## src/stw_pkg.sv

```systemverilog
// Purpose: Shared constants and types for the two-wire bus master
// Assumes: 40 MHz system clock, open-drain SCL and SDA with pull-ups
// Notes: Timing counts derive from the rates below
package stw_pkg;

  // ----------------------------------------------------------------
  // Timing
  // ----------------------------------------------------------------
  localparam int CLK_HZ = 40_000_000;
  localparam int SCL_HZ = 100_000;
  localparam int QUARTER_CYC = (CLK_HZ + 4 * SCL_HZ - 1) / (4 * SCL_HZ);
  localparam int SCL_LOW_TMO_MS = 25;
  localparam int SCL_LOW_TMO_CYC = SCL_LOW_TMO_MS * (CLK_HZ / 1000);
  localparam int CNT_W = 16;
  localparam int TMO_W = 24;

  // ----------------------------------------------------------------
  // Byte framing and bit phases
  // ----------------------------------------------------------------
  localparam logic [3:0] ACK_IDX = 4'h8;
  localparam logic [3:0] LAST_DATA_IDX = 4'h7;
  localparam logic [7:0] SHIFT_RESET = 8'h00;
  localparam logic [1:0] PH_SETUP = 2'h0;
  localparam logic [1:0] PH_RISE = 2'h1;
  localparam logic [1:0] PH_HIGH = 2'h2;
  localparam logic [1:0] PH_FALL = 2'h3;

  // ----------------------------------------------------------------
  // Types
  // ----------------------------------------------------------------
  typedef enum logic [2:0] {
    CMD_START = 3'h0,
    CMD_ADDR = 3'h1,
    CMD_WRITE = 3'h2,
    CMD_READ = 3'h3,
    CMD_STOP = 3'h4
  } stw_kind_type;

  typedef enum logic [4:0] {
    ST_IDLE = 5'h01,
    ST_HOLD = 5'h02,
    ST_STA = 5'h04,
    ST_BITS = 5'h08,
    ST_STO = 5'h10
  } stw_state_type;

  typedef struct packed {
    stw_kind_type kind;
    logic [6:0] addr;
    logic rnw;
    logic [7:0] data;
    logic nack;
  } stw_cmd_type;

  typedef struct packed {
    logic [7:0] data;
    logic ackSeen;
    logic arbLost;
    logic timeout;
    logic refused;
  } stw_rsp_type;

  localparam stw_rsp_type RSP_RESET = '{data: 8'h00, ackSeen: 1'b0, arbLost: 1'b0,
                                        timeout: 1'b0, refused: 1'b0};

endpackage : stw_pkg

```

## src/stw_sync.sv

```systemverilog
// Purpose: Two-stage synchroniser for bus line inputs
// Assumes: Lines idle high, so both stages reset to one
// Notes: Only the second stage leaves this module
`timescale 1ns/10ps
module stw_sync
  import stw_pkg::*;
#(
  parameter int WIDTH = 2
) (
  input wire logic clk_sys,
  input wire logic rst_n,
  input wire logic [WIDTH-1:0] din,
  output logic [WIDTH-1:0] dout
);

  // ----------------------------------------------------------------
  // Per-bit flops
  // ----------------------------------------------------------------
  logic [WIDTH-1:0] stage1_ff;

  for (genvar i = 0; i < WIDTH; i++) begin : g_bit
    always_ff @(posedge clk_sys or negedge rst_n) begin
      if (!rst_n) begin
        stage1_ff[i] <= 1'b1;
        dout[i] <= 1'b1;
      end else begin
        stage1_ff[i] <= din[i];
        dout[i] <= stage1_ff[i];
      end
    end
  end

endmodule : stw_sync

```

## src/stw_host.sv

```systemverilog
// Purpose: Byte-command master that drives a two-wire bus device
// Assumes: One command at a time; pins resolved outside as open drain
// Notes: Quarter-bit sequencer with clock stretching and SCL low timeout
`timescale 1ns/10ps
module stw_host
  import stw_pkg::*;
#(
  parameter int QUARTER = QUARTER_CYC,
  parameter int SCL_TMO = SCL_LOW_TMO_CYC
) (
  input wire logic clk_sys,
  input wire logic rst_n,
  input wire logic cmdValid,
  output logic cmdReady,
  input wire stw_cmd_type cmd,
  output logic rspValid,
  output stw_rsp_type rsp,
  output logic busOwned,
  input wire logic sclIn,
  output logic sclOut,
  output logic sclOe,
  input wire logic sdaIn,
  output logic sdaOut,
  output logic sdaOe
);

  // ----------------------------------------------------------------
  // Constants and state
  // ----------------------------------------------------------------
  localparam logic [CNT_W-1:0] Q_LOAD = CNT_W'(QUARTER - 1);
  localparam logic [TMO_W-1:0] TMO_LAST = TMO_W'(SCL_TMO - 1);

  logic [1:0] lineSync;
  logic sclHigh;
  logic sdaHigh;
  stw_state_type state_ff, nxt_state;
  logic [1:0] phase_ff, nxt_phase;
  logic [CNT_W-1:0] cnt_ff, nxt_cnt;
  logic [3:0] bitIdx_ff, nxt_bitIdx;
  logic [7:0] shift_ff, nxt_shift;
  logic isRead_ff, nxt_isRead;
  logic nack_ff, nxt_nack;
  logic ackSeen_ff, nxt_ackSeen;
  logic sclOe_ff, nxt_sclOe;
  logic sdaOe_ff, nxt_sdaOe;
  logic [TMO_W-1:0] tmo_ff, nxt_tmo;
  logic rspValid_ff, nxt_rspValid;
  stw_rsp_type rsp_ff, nxt_rsp;
  logic cmdReady_ff, nxt_cmdReady;
  logic busOwned_ff, nxt_busOwned;
  logic lineLow_ff;
  logic cmdFire;
  logic done;
  logic tmoHit;
  logic [7:0] addrByte;

  // ----------------------------------------------------------------
  // Line synchroniser
  // ----------------------------------------------------------------
  stw_sync #(.WIDTH(2)) uSync (
    .clk_sys(clk_sys),
    .rst_n(rst_n),
    .din({sclIn, sdaIn}),
    .dout(lineSync)
  );

  assign sclHigh = lineSync[1];
  assign sdaHigh = lineSync[0];
  assign cmdFire = cmdValid && cmdReady_ff;
  assign done = (cnt_ff == '0);
  assign tmoHit = (tmo_ff == TMO_LAST);
  assign addrByte = {cmd.addr, cmd.rnw};

  function automatic logic bitDrive(input logic [3:0] idx, input logic [7:0] sh,
                                    input logic rd, input logic nk);
    if (idx == ACK_IDX) begin
      bitDrive = rd && !nk;
    end else begin
      bitDrive = !rd && !sh[7];
    end
  endfunction : bitDrive

  // ----------------------------------------------------------------
  // Sequencer next state
  // ----------------------------------------------------------------
  always_comb begin
    nxt_state = state_ff;
    nxt_phase = phase_ff;
    nxt_cnt = done ? cnt_ff : cnt_ff - 1'b1;
    nxt_bitIdx = bitIdx_ff;
    nxt_shift = shift_ff;
    nxt_isRead = isRead_ff;
    nxt_nack = nack_ff;
    nxt_ackSeen = ackSeen_ff;
    nxt_sclOe = sclOe_ff;
    nxt_sdaOe = sdaOe_ff;
    nxt_rspValid = 1'b0;
    nxt_rsp = rsp_ff;
    if (state_ff != ST_IDLE && !sclHigh && !sclOe_ff) begin
      nxt_tmo = tmoHit ? tmo_ff : tmo_ff + 1'b1;
    end else begin
      nxt_tmo = '0;
    end
    case (state_ff)
      ST_IDLE: begin
        nxt_sclOe = 1'b0;
        nxt_sdaOe = 1'b0;
        if (cmdFire) begin
          if (cmd.kind == CMD_START) begin
            nxt_state = ST_STA;
            nxt_phase = PH_SETUP;
            nxt_cnt = Q_LOAD;
          end else begin
            nxt_rspValid = 1'b1;
            nxt_rsp = RSP_RESET;
            nxt_rsp.refused = 1'b1;
          end
        end
      end
      ST_HOLD: begin
        if (cmdFire) begin
          nxt_phase = PH_SETUP;
          nxt_cnt = Q_LOAD;
          nxt_bitIdx = 4'h0;
          nxt_nack = cmd.nack;
          case (cmd.kind)
            CMD_START: begin
              nxt_state = ST_STA;
              nxt_sdaOe = 1'b0;
            end
            CMD_ADDR: begin
              nxt_state = ST_BITS;
              nxt_shift = addrByte;
              nxt_isRead = 1'b0;
              nxt_sdaOe = !addrByte[7];
            end
            CMD_WRITE: begin
              nxt_state = ST_BITS;
              nxt_shift = cmd.data;
              nxt_isRead = 1'b0;
              nxt_sdaOe = !cmd.data[7];
            end
            CMD_READ: begin
              nxt_state = ST_BITS;
              nxt_isRead = 1'b1;
              nxt_sdaOe = 1'b0;
            end
            CMD_STOP: begin
              nxt_state = ST_STO;
              nxt_sdaOe = 1'b1;
            end
            default: begin
              nxt_state = ST_HOLD;
            end
          endcase
        end
      end
      ST_STA: begin
        case (phase_ff)
          PH_SETUP: begin
            nxt_sdaOe = 1'b0;
            if (done) begin
              nxt_sclOe = 1'b0;
              nxt_phase = PH_RISE;
              nxt_cnt = Q_LOAD;
            end
          end
          PH_RISE: begin
            if (!(sclHigh && sdaHigh)) begin
              nxt_cnt = Q_LOAD;
            end else if (done) begin
              nxt_sdaOe = 1'b1;
              nxt_phase = PH_HIGH;
              nxt_cnt = Q_LOAD;
            end
          end
          PH_HIGH: begin
            if (done) begin
              nxt_sclOe = 1'b1;
              nxt_phase = PH_FALL;
              nxt_cnt = Q_LOAD;
            end
          end
          default: begin
            if (done) begin
              nxt_state = ST_HOLD;
              nxt_rspValid = 1'b1;
              nxt_rsp = RSP_RESET;
            end
          end
        endcase
      end
      ST_BITS: begin
        case (phase_ff)
          PH_SETUP: begin
            if (done) begin
              nxt_sclOe = 1'b0;
              nxt_phase = PH_RISE;
              nxt_cnt = Q_LOAD;
            end
          end
          PH_RISE: begin
            if (!sclHigh) begin
              nxt_cnt = Q_LOAD;
            end else if (done) begin
              nxt_phase = PH_HIGH;
              nxt_cnt = Q_LOAD;
            end
          end
          PH_HIGH: begin
            if (done) begin
              nxt_sclOe = 1'b1;
              nxt_phase = PH_FALL;
              nxt_cnt = Q_LOAD;
              if (bitIdx_ff == ACK_IDX) begin
                nxt_ackSeen = !sdaHigh;
              end else begin
                nxt_shift = {shift_ff[6:0], sdaHigh};
                if (!isRead_ff && !sdaOe_ff && !sdaHigh) begin
                  nxt_state = ST_IDLE;
                  nxt_sclOe = 1'b0;
                  nxt_sdaOe = 1'b0;
                  nxt_rspValid = 1'b1;
                  nxt_rsp = RSP_RESET;
                  nxt_rsp.arbLost = 1'b1;
                end
              end
            end
          end
          default: begin
            if (done) begin
              if (bitIdx_ff == ACK_IDX) begin
                nxt_state = ST_HOLD;
                nxt_rspValid = 1'b1;
                nxt_rsp = RSP_RESET;
                nxt_rsp.data = shift_ff;
                nxt_rsp.ackSeen = ackSeen_ff;
              end else begin
                nxt_bitIdx = bitIdx_ff + 1'b1;
                nxt_phase = PH_SETUP;
                nxt_cnt = Q_LOAD;
                nxt_sdaOe = bitDrive(bitIdx_ff + 1'b1, shift_ff, isRead_ff, nack_ff);
              end
            end
          end
        endcase
      end
      ST_STO: begin
        case (phase_ff)
          PH_SETUP: begin
            nxt_sdaOe = 1'b1;
            if (done) begin
              nxt_sclOe = 1'b0;
              nxt_phase = PH_RISE;
              nxt_cnt = Q_LOAD;
            end
          end
          PH_RISE: begin
            if (!sclHigh) begin
              nxt_cnt = Q_LOAD;
            end else if (done) begin
              nxt_sdaOe = 1'b0;
              nxt_phase = PH_HIGH;
              nxt_cnt = Q_LOAD;
            end
          end
          default: begin
            if (done) begin
              nxt_state = ST_IDLE;
              nxt_rspValid = 1'b1;
              nxt_rsp = RSP_RESET;
            end
          end
        endcase
      end
      default: begin
        nxt_state = ST_IDLE;
      end
    endcase
    if (tmoHit && state_ff != ST_IDLE) begin
      nxt_state = ST_IDLE;
      nxt_sclOe = 1'b0;
      nxt_sdaOe = 1'b0;
      nxt_rspValid = 1'b1;
      nxt_rsp = RSP_RESET;
      nxt_rsp.timeout = 1'b1;
    end
    nxt_cmdReady = (nxt_state == ST_IDLE) || (nxt_state == ST_HOLD);
    nxt_busOwned = (nxt_state != ST_IDLE);
  end

  // ----------------------------------------------------------------
  // Registers
  // ----------------------------------------------------------------
  always_ff @(posedge clk_sys or negedge rst_n) begin
    if (!rst_n) begin
      state_ff <= ST_IDLE;
      phase_ff <= PH_SETUP;
      cnt_ff <= '0;
      bitIdx_ff <= 4'h0;
      shift_ff <= SHIFT_RESET;
      isRead_ff <= 1'b0;
      nack_ff <= 1'b0;
      ackSeen_ff <= 1'b0;
      sclOe_ff <= 1'b0;
      sdaOe_ff <= 1'b0;
      tmo_ff <= '0;
      rspValid_ff <= 1'b0;
      rsp_ff <= RSP_RESET;
      cmdReady_ff <= 1'b0;
      busOwned_ff <= 1'b0;
      lineLow_ff <= 1'b0;
    end else begin
      state_ff <= nxt_state;
      phase_ff <= nxt_phase;
      cnt_ff <= nxt_cnt;
      bitIdx_ff <= nxt_bitIdx;
      shift_ff <= nxt_shift;
      isRead_ff <= nxt_isRead;
      nack_ff <= nxt_nack;
      ackSeen_ff <= nxt_ackSeen;
      sclOe_ff <= nxt_sclOe;
      sdaOe_ff <= nxt_sdaOe;
      tmo_ff <= nxt_tmo;
      rspValid_ff <= nxt_rspValid;
      rsp_ff <= nxt_rsp;
      cmdReady_ff <= nxt_cmdReady;
      busOwned_ff <= nxt_busOwned;
      lineLow_ff <= 1'b0;
    end
  end

  assign cmdReady = cmdReady_ff;
  assign rspValid = rspValid_ff;
  assign rsp = rsp_ff;
  assign busOwned = busOwned_ff;
  assign sclOe = sclOe_ff;
  assign sdaOe = sdaOe_ff;
  assign sclOut = lineLow_ff;
  assign sdaOut = lineLow_ff;
endmodule : stw_host

```

## config.mk

```make
export PLATFORM = sky130hd
export DESIGN_NAME = stw_host
export DESIGN_NICKNAME = d
export VERILOG_FILES = /design/src/stw_pkg.sv /design/src/stw_sync.sv /design/src/stw_host.sv
export SDC_FILE = /design/constraint.sdc
export NUM_CORES = 1
export LEC_CHECK = 0
export ABC_AREA = 1
export BUFFER_PORTS_ARGS = -buffer_cell sky130_fd_sc_hd__clkbuf_2
export CORE_UTILIZATION = 25
export DETAILED_ROUTE_END_ITERATION = 10
export GPL_TIMING_DRIVEN = 0
export PLACE_DENSITY = 0.38
export SETUP_SLACK_MARGIN = 0.3
export SLEW_MARGIN = 30
export SYNTH_ARGS = -nofsm -noshare
export SYNTH_HDL_FRONTEND = slang
export SYNTH_SLANG_ARGS = --single-unit
export TNS_END_PERCENT = 20
```

## constraint.sdc

```tcl
create_clock -name clk_sys -period 2.9 [get_ports clk_sys]
set_clock_uncertainty 0.05 [all_clocks]
set_input_delay 0.435 -clock clk_sys [delete_from_list [all_inputs] [get_ports clk_sys]]
set_output_delay 0.435 -clock clk_sys [all_outputs]
set_load 0.05 [all_outputs]
```

After elaboration in Yosys (flattened, before gate mapping)
Cells that the tools add are included.
{"block": "classes", "add_sub_neg": 3, "mul": 0, "div": 0, "magnitude_cmp": 0, "eq_ne": 55, "shift": 0, "mux": 109, "bitwise": 0, "n_reduce_logical": 42}
{"operator": "$mux 16", "count": 9}
{"operator": "$mux 12", "count": 11}
{"operator": "$pmux 16 s2", "count": 3}
{"operator": "$pmux 16 s5", "count": 1}
{"operator": "$mux 5", "count": 13}
{"operator": "$ne 4x4->1 const B", "count": 13}
{"operator": "$mux 24", "count": 2}
{"operator": "$pmux 12 s4", "count": 1}
{"operator": "$ne 3x3->1 const B", "count": 12}
{"operator": "$mux 8", "count": 4}
{"operator": "$pmux 8 s2", "count": 2}
{"operator": "$mux 1", "count": 29}
{"operator": "$pmux 5 s5", "count": 1}
{"operator": "$add 24x1->24 const B", "count": 1}
{"operator": "$eq 24x20->1 const B", "count": 1}
{"operator": "$pmux 12 s2", "count": 1}
{"operator": "$mux 2", "count": 10}
{"operator": "$logic_not 16->1", "count": 1}
{"operator": "$mux 4", "count": 4}
{"operator": "$ne 2x2->1 const B", "count": 8}
{"operator": "$sub 16x1->16 const B", "count": 1}
{"operator": "$pmux 5 s3", "count": 1}
{"operator": "$pmux 1 s2", "count": 7}
{"operator": "$reduce_and 13->1", "count": 1}
{"operator": "40 further kinds", "count": 72}
{"block": "totals", "reg_bits": 83, "latchBits": 0, "ramBits": 0, "mem_bits_ro": 0, "out_inout_bits": 19, "elab_cells": 232, "memories": 0}

Longest topological paths before layout
{"block": "logic_depth", "word_depth": 11, "ltp_mapped": 15, "mapped_depth_nobuf": 14}

By module
A second synthesis with hierarchy kept.
{"block": "hier_totals", "cells_unflattened": 775, "area_unflattened_um2": 5527.8}
{"module": "stw_host", "n_inst": 1, "cells_per_inst": 771, "area_per_inst_um2": 5422.7, "seq_area_each_um2": 1978.1}
{"module": "stw_sync", "n_inst": 1, "cells_per_inst": 4, "area_per_inst_um2": 105.1, "seq_area_each_um2": 105.1}

Worst setup path after synthesis
Ideal clock, no wire load.
{"block": "synth_path", "kind": "reg-to-reg", "from": "register cnt_ff[0]", "to": "register cnt_ff[0]", "setup_time_ns": 0.113, "t_arrival_ns": 1.898, "required_ns": 2.737, "setup_slack_ns": 0.839, "stages_incl_launch_ff": 15, "path_buffers": 1, "path_cell_list": "dfrtp_1 -> inv_1 -> ha_1 -> nand3_1 -> nor2_1 -> nand2_2 -> clkbuf_4 -> ha_1 -> inv_1 -> nand2_1 -> nand3_1 -> and3_1 -> nand3_1 -> nand2_1 -> inv_1"}
{"block": "synth_via", "elab_chain_cells": 6}
{"item": "start, declared", "line": "stw_host.sv:38", "source": "logic [CNT_W-1:0] cnt_ff, nxt_cnt;"}
{"item": "start signal, assigned", "line": "stw_host.sv:316", "source": "cnt_ff <= nxt_cnt;"}
{"item": "$sub 16x1->16 / $logic_not 16->1 (equally long branches)", "line": "stw_host.sv:89, stw_host.sv:70"}
{"item": "$mux 16", "line": "stw_host.sv:89", "source": "nxt_cnt = done ? cnt_ff : cnt_ff - 1'b1;"}
{"item": "$mux 16 (on tied branches)"}
{"item": "$mux 16 (on tied branches)", "line": "stw_host.sv:259, stw_host.sv:169, stw_host.sv:231"}
{"item": "$pmux 16 s2 (on tied branches)", "line": "stw_host.sv:249, stw_host.sv:159, stw_host.sv:194"}
{"item": "$pmux 16 s5 (*)", "line": "stw_host.sv:104", "source": "case (state_ff)"}
{"item": "named net nxt_cnt[0]", "line": "stw_host.sv:38"}
The timed path passes the listed nets; every way through them passes the cells marked *.
A chain may end at the register's enable or synchronous reset.

Worst setup path in the final report
Ends and elaborated chain as after synthesis.

==> flow_summary.toml <==
[global_routing]
grt_pass1_vias = 4978
antenna_found_initial = 0
grt_pass1_wl_microns = 27700
grt_usage_pct = 16.0
overflow = 0
grt_max_degree = 48

[final_layout]
syn_to_final_growth_pct = 16.3
nNetsFinal = 903
diodes = 0
drive_gt1_share_pct = 16.3
stdcell_area_sq_mm = 0.00652

[yosys]
async_reset_ff_share_pct = 100
yosysSeqAreaShare_pct = 37.2
yosysUniqueCellTypes = 45
ys_ff_latch = 83
synth-main-ff-cell = "dfrtp_1"
synth_top_area_share_pct = 34.8
synthesis.area_sq_mm = 0.00561
syn-instance-count = 814
avgSynthCellArea_sq_um = 6.89
yosysTopAreaCell = "dfrtp_1"
synth_edf_count = 0
synth_warnings = 0
yosys-top-cells-count = "217 x nand2_1, 99 x nor2_1, 84 x inv_1"
yosys-top-cells-area = "dfrtp_1 35%, nand2_1 15%, nor2_1 6.6%, nand3_1 6.5%, inv_1 5.6%"
synth_most_common_cell = "nand2_1"

[placement]
placed_cell_area_sq_mm = 0.00620
place_congestion = 0.826
port_buffers = 40
hpwl_microns = 13300

[pwr]
p_leak_nw = 3.22
power_density_mw_per_mm2 = 652
ir_drop_mv = 0.344

[routing]
totalWireLength_microns = 17400
drt.antenna.violating_nets = 0
drtIter0Drc = 362
viasPerCell = 4.57
vias = 5269
drcViolationCount = 0
avgRoutedWirePerCell_microns = 15.1
dr.pass1.iters = 5

[run]
maxCapViolations = 0

[hold_path]
hp-class = "input pin to flip-flop"

[worst_setup_path]
cp_max_fo = 10
end_kind = "flip-flop"
start_kind = "flip-flop"
required_ns = 3.11
critPathKind = "flip-flop to flip-flop"
critPathArrivalTime_ns = 2.61
rrSetupSlack_ns = 0.50

[clocking]
cts_sinks = 83
clkTransAtPathRegs_ns = 0.07
numCtsBuffers = 9
cts_tree = "done"
clock_latency_ns = 0.36
cts.path.max_buffers = 2
cts_root_buf = "clkbuf_16"
h-tree-depth = 3

[floorplanning]
ios = 44
dieArea_sq_mm = 0.0230
core_area_sq_mm = 0.0219
num_rows = 54
start_util_pct = 25.6
dieWidth_microns = 152
die_h_microns = 152

[status]
outcome = "finished clean"

[timing]
maxSlewHeadroom_pct = 60.5
period_share_pct = 82.9
tightest_slew_ns = 0.593
rsz0062_at_grt = "no"
setup_tns_ns = 0
hold_viol = 0
fmax_mhz = 416
setup_viol = 0
slew_violations = 0
finalCriticalPeriod_ns = 2.40
## flip-flops by register name, summed over array words and instances, names as in the netlist, 2 cells and up
name,flops
bitIdx_ff,4
cnt_ff,16
phase_ff,2
rsp,12
shift_ff,8
state_ff,5
tmo_ff,24
uSync.dout,2
uSync.stage1_ff,2
## timing repair
item                       in CTS  in global routing
buffers inserted                0                  0
hold buffers                    1                  0
hold endpoints to repair       31                  0
gates resized for setup         0                  2
setup endpoints to repair       0                 11
## final timing paths
path | start | to | cells past startpoint
max | cnt_ff[0]$_DFF_PN0_ | cnt_ff[0]$_DFF_PN0_ | 14
min | sdaIn | uSync.stage1_ff[0]$_DFF_PN1_ | 1
max in group asynchronous | rst_n | shift_ff[6]$_DFFE_PN0P_ | 3
max reg2reg | cnt_ff[0]$_DFF_PN0_ | cnt_ff[0]$_DFF_PN0_ | 14
min reg2reg | uSync.stage1_ff[1]$_DFF_PN1_ | uSync.dout[1]$_DFF_PN1_ | 0
min in group asynchronous | rst_n | tmo_ff[4]$_DFFE_PN0P_ | 2
## metrics by stage
| step | std cells | util [%] | total power, mW | setup slack (ns) | hold WS (ns) |
|---|---|---|---|---|---|
| 6_report | 1153 | 29.8 | 4.25 | 0.495 | 0.101 |
| 5_1_grt | 1153 | 29.8 | 4.58 | 0.308 | 0.0920 |
| 4_1_cts | 1153 | 29.8 | 4.32 | 0.375 | 0.0894 |
| 3_5_place_dp | 1136 | 28.3 | 3.05 | 0.399 | 0.298 |
| 3_3_place_gp | 1135 | 28.1 | 3.05 | 0.0705 | 0.297 |
| 2_1_floorplan | 815 | - | 2.63 | 0.839 | 0.0894 |
## logic make-up (layout without fill, tap and decap cells)
| logic type | count (synthesis) | in the layout | synth area share [%] |
|---|---|---|---|
| AOI/OAI and AO/OA | 101 | 101 | 9.66 |
| xor gates and xnor gates | 15 | 15 | 2.34 |
| adders and majority gates | 10 | 10 | 2.23 |
| buffers and inverters | 125 | 183 | 9.17 |
| DFF | 83 | 83 | 37.2 |
| other | 1 | 2 | 0.0669 |
| and+or+nand+nor | 479 | 479 | 39.4 |
## routing by layer
metal	part of all wire, %	vias to the layer above	global-route usage, %	routed length [microns]
li1	-	2738	-	-
met1	52	2436	23.2	9020
met2	44	76	24.0	7640
met3	3.0	19	2.66	519
met4	1.2	0	4.46	215
met5	0	-	0	0
## worst max-delay path, stage by stage (launching register included)
cell and delay (ns):
dfrtp_1 0.41, inv_1 0.16, ha_1 0.19, nand3_1 0.08, nor2_1 0.16, nand2_2 0.12
clkbuf_4 0.23, ha_1 0.34, inv_1 0.08, nand2_1 0.06, nand3_1 0.10, and3_1 0.14
nand3_1 0.08, nand2_1 0.07, inv_1 0.03
## layout make-up
cell class                 count  area (sq um)
timing repair buffer          42           246
sequential                    83          2080
clock inverter                 7          82.6
fill                        2474         15400
clock buffer                   9           225
multi-input combinational    607          3020
tap                          280           350
inverter                     107           404
buffer                        18           110
## where the power goes
| group | leakage [nW] | total (mW) | switching, mW | internal [mW] |
|---|---|---|---|---|
| sequential | 1.10 | 1.43 | 0.133 | 1.30 |
| combinational | 1.97 | 1.58 | 1.08 | 0.502 |
| clock | 0.145 | 1.23 | 0.547 | 0.682 |
## layout by cell type (no fill, tap or decap), types with 2 or more instances in the layout
cell type,count
inv_2,22
o21a_1,2
dfstp_2,5
buf_6,2
o211ai_1,4
nand2_2,6
o21ai_1,15
buf_4,4
or2_2,2
inv_1,84
buf_2,7
a21oi_1,39
xor2_1,11
nand3_2,5
nor2_4,7
xnor2_1,4
clkbuf_2,39
ha_1,10
nor3_1,27
and3_1,2
nor3_2,4
dfrtp_1,78
inv_6,2
clkbuf_16,9
nor4_1,5
clkinvlp_4,2
conb_1,2
clkbuf_1,3
nor2_1,97
nand4_1,15
nor2_2,12
a31oi_1,2
nand2_1,217
o21ai_0,33
nand3_1,73
nand3_4,3
No activity file was read; power rests on OpenSTA's default activity.
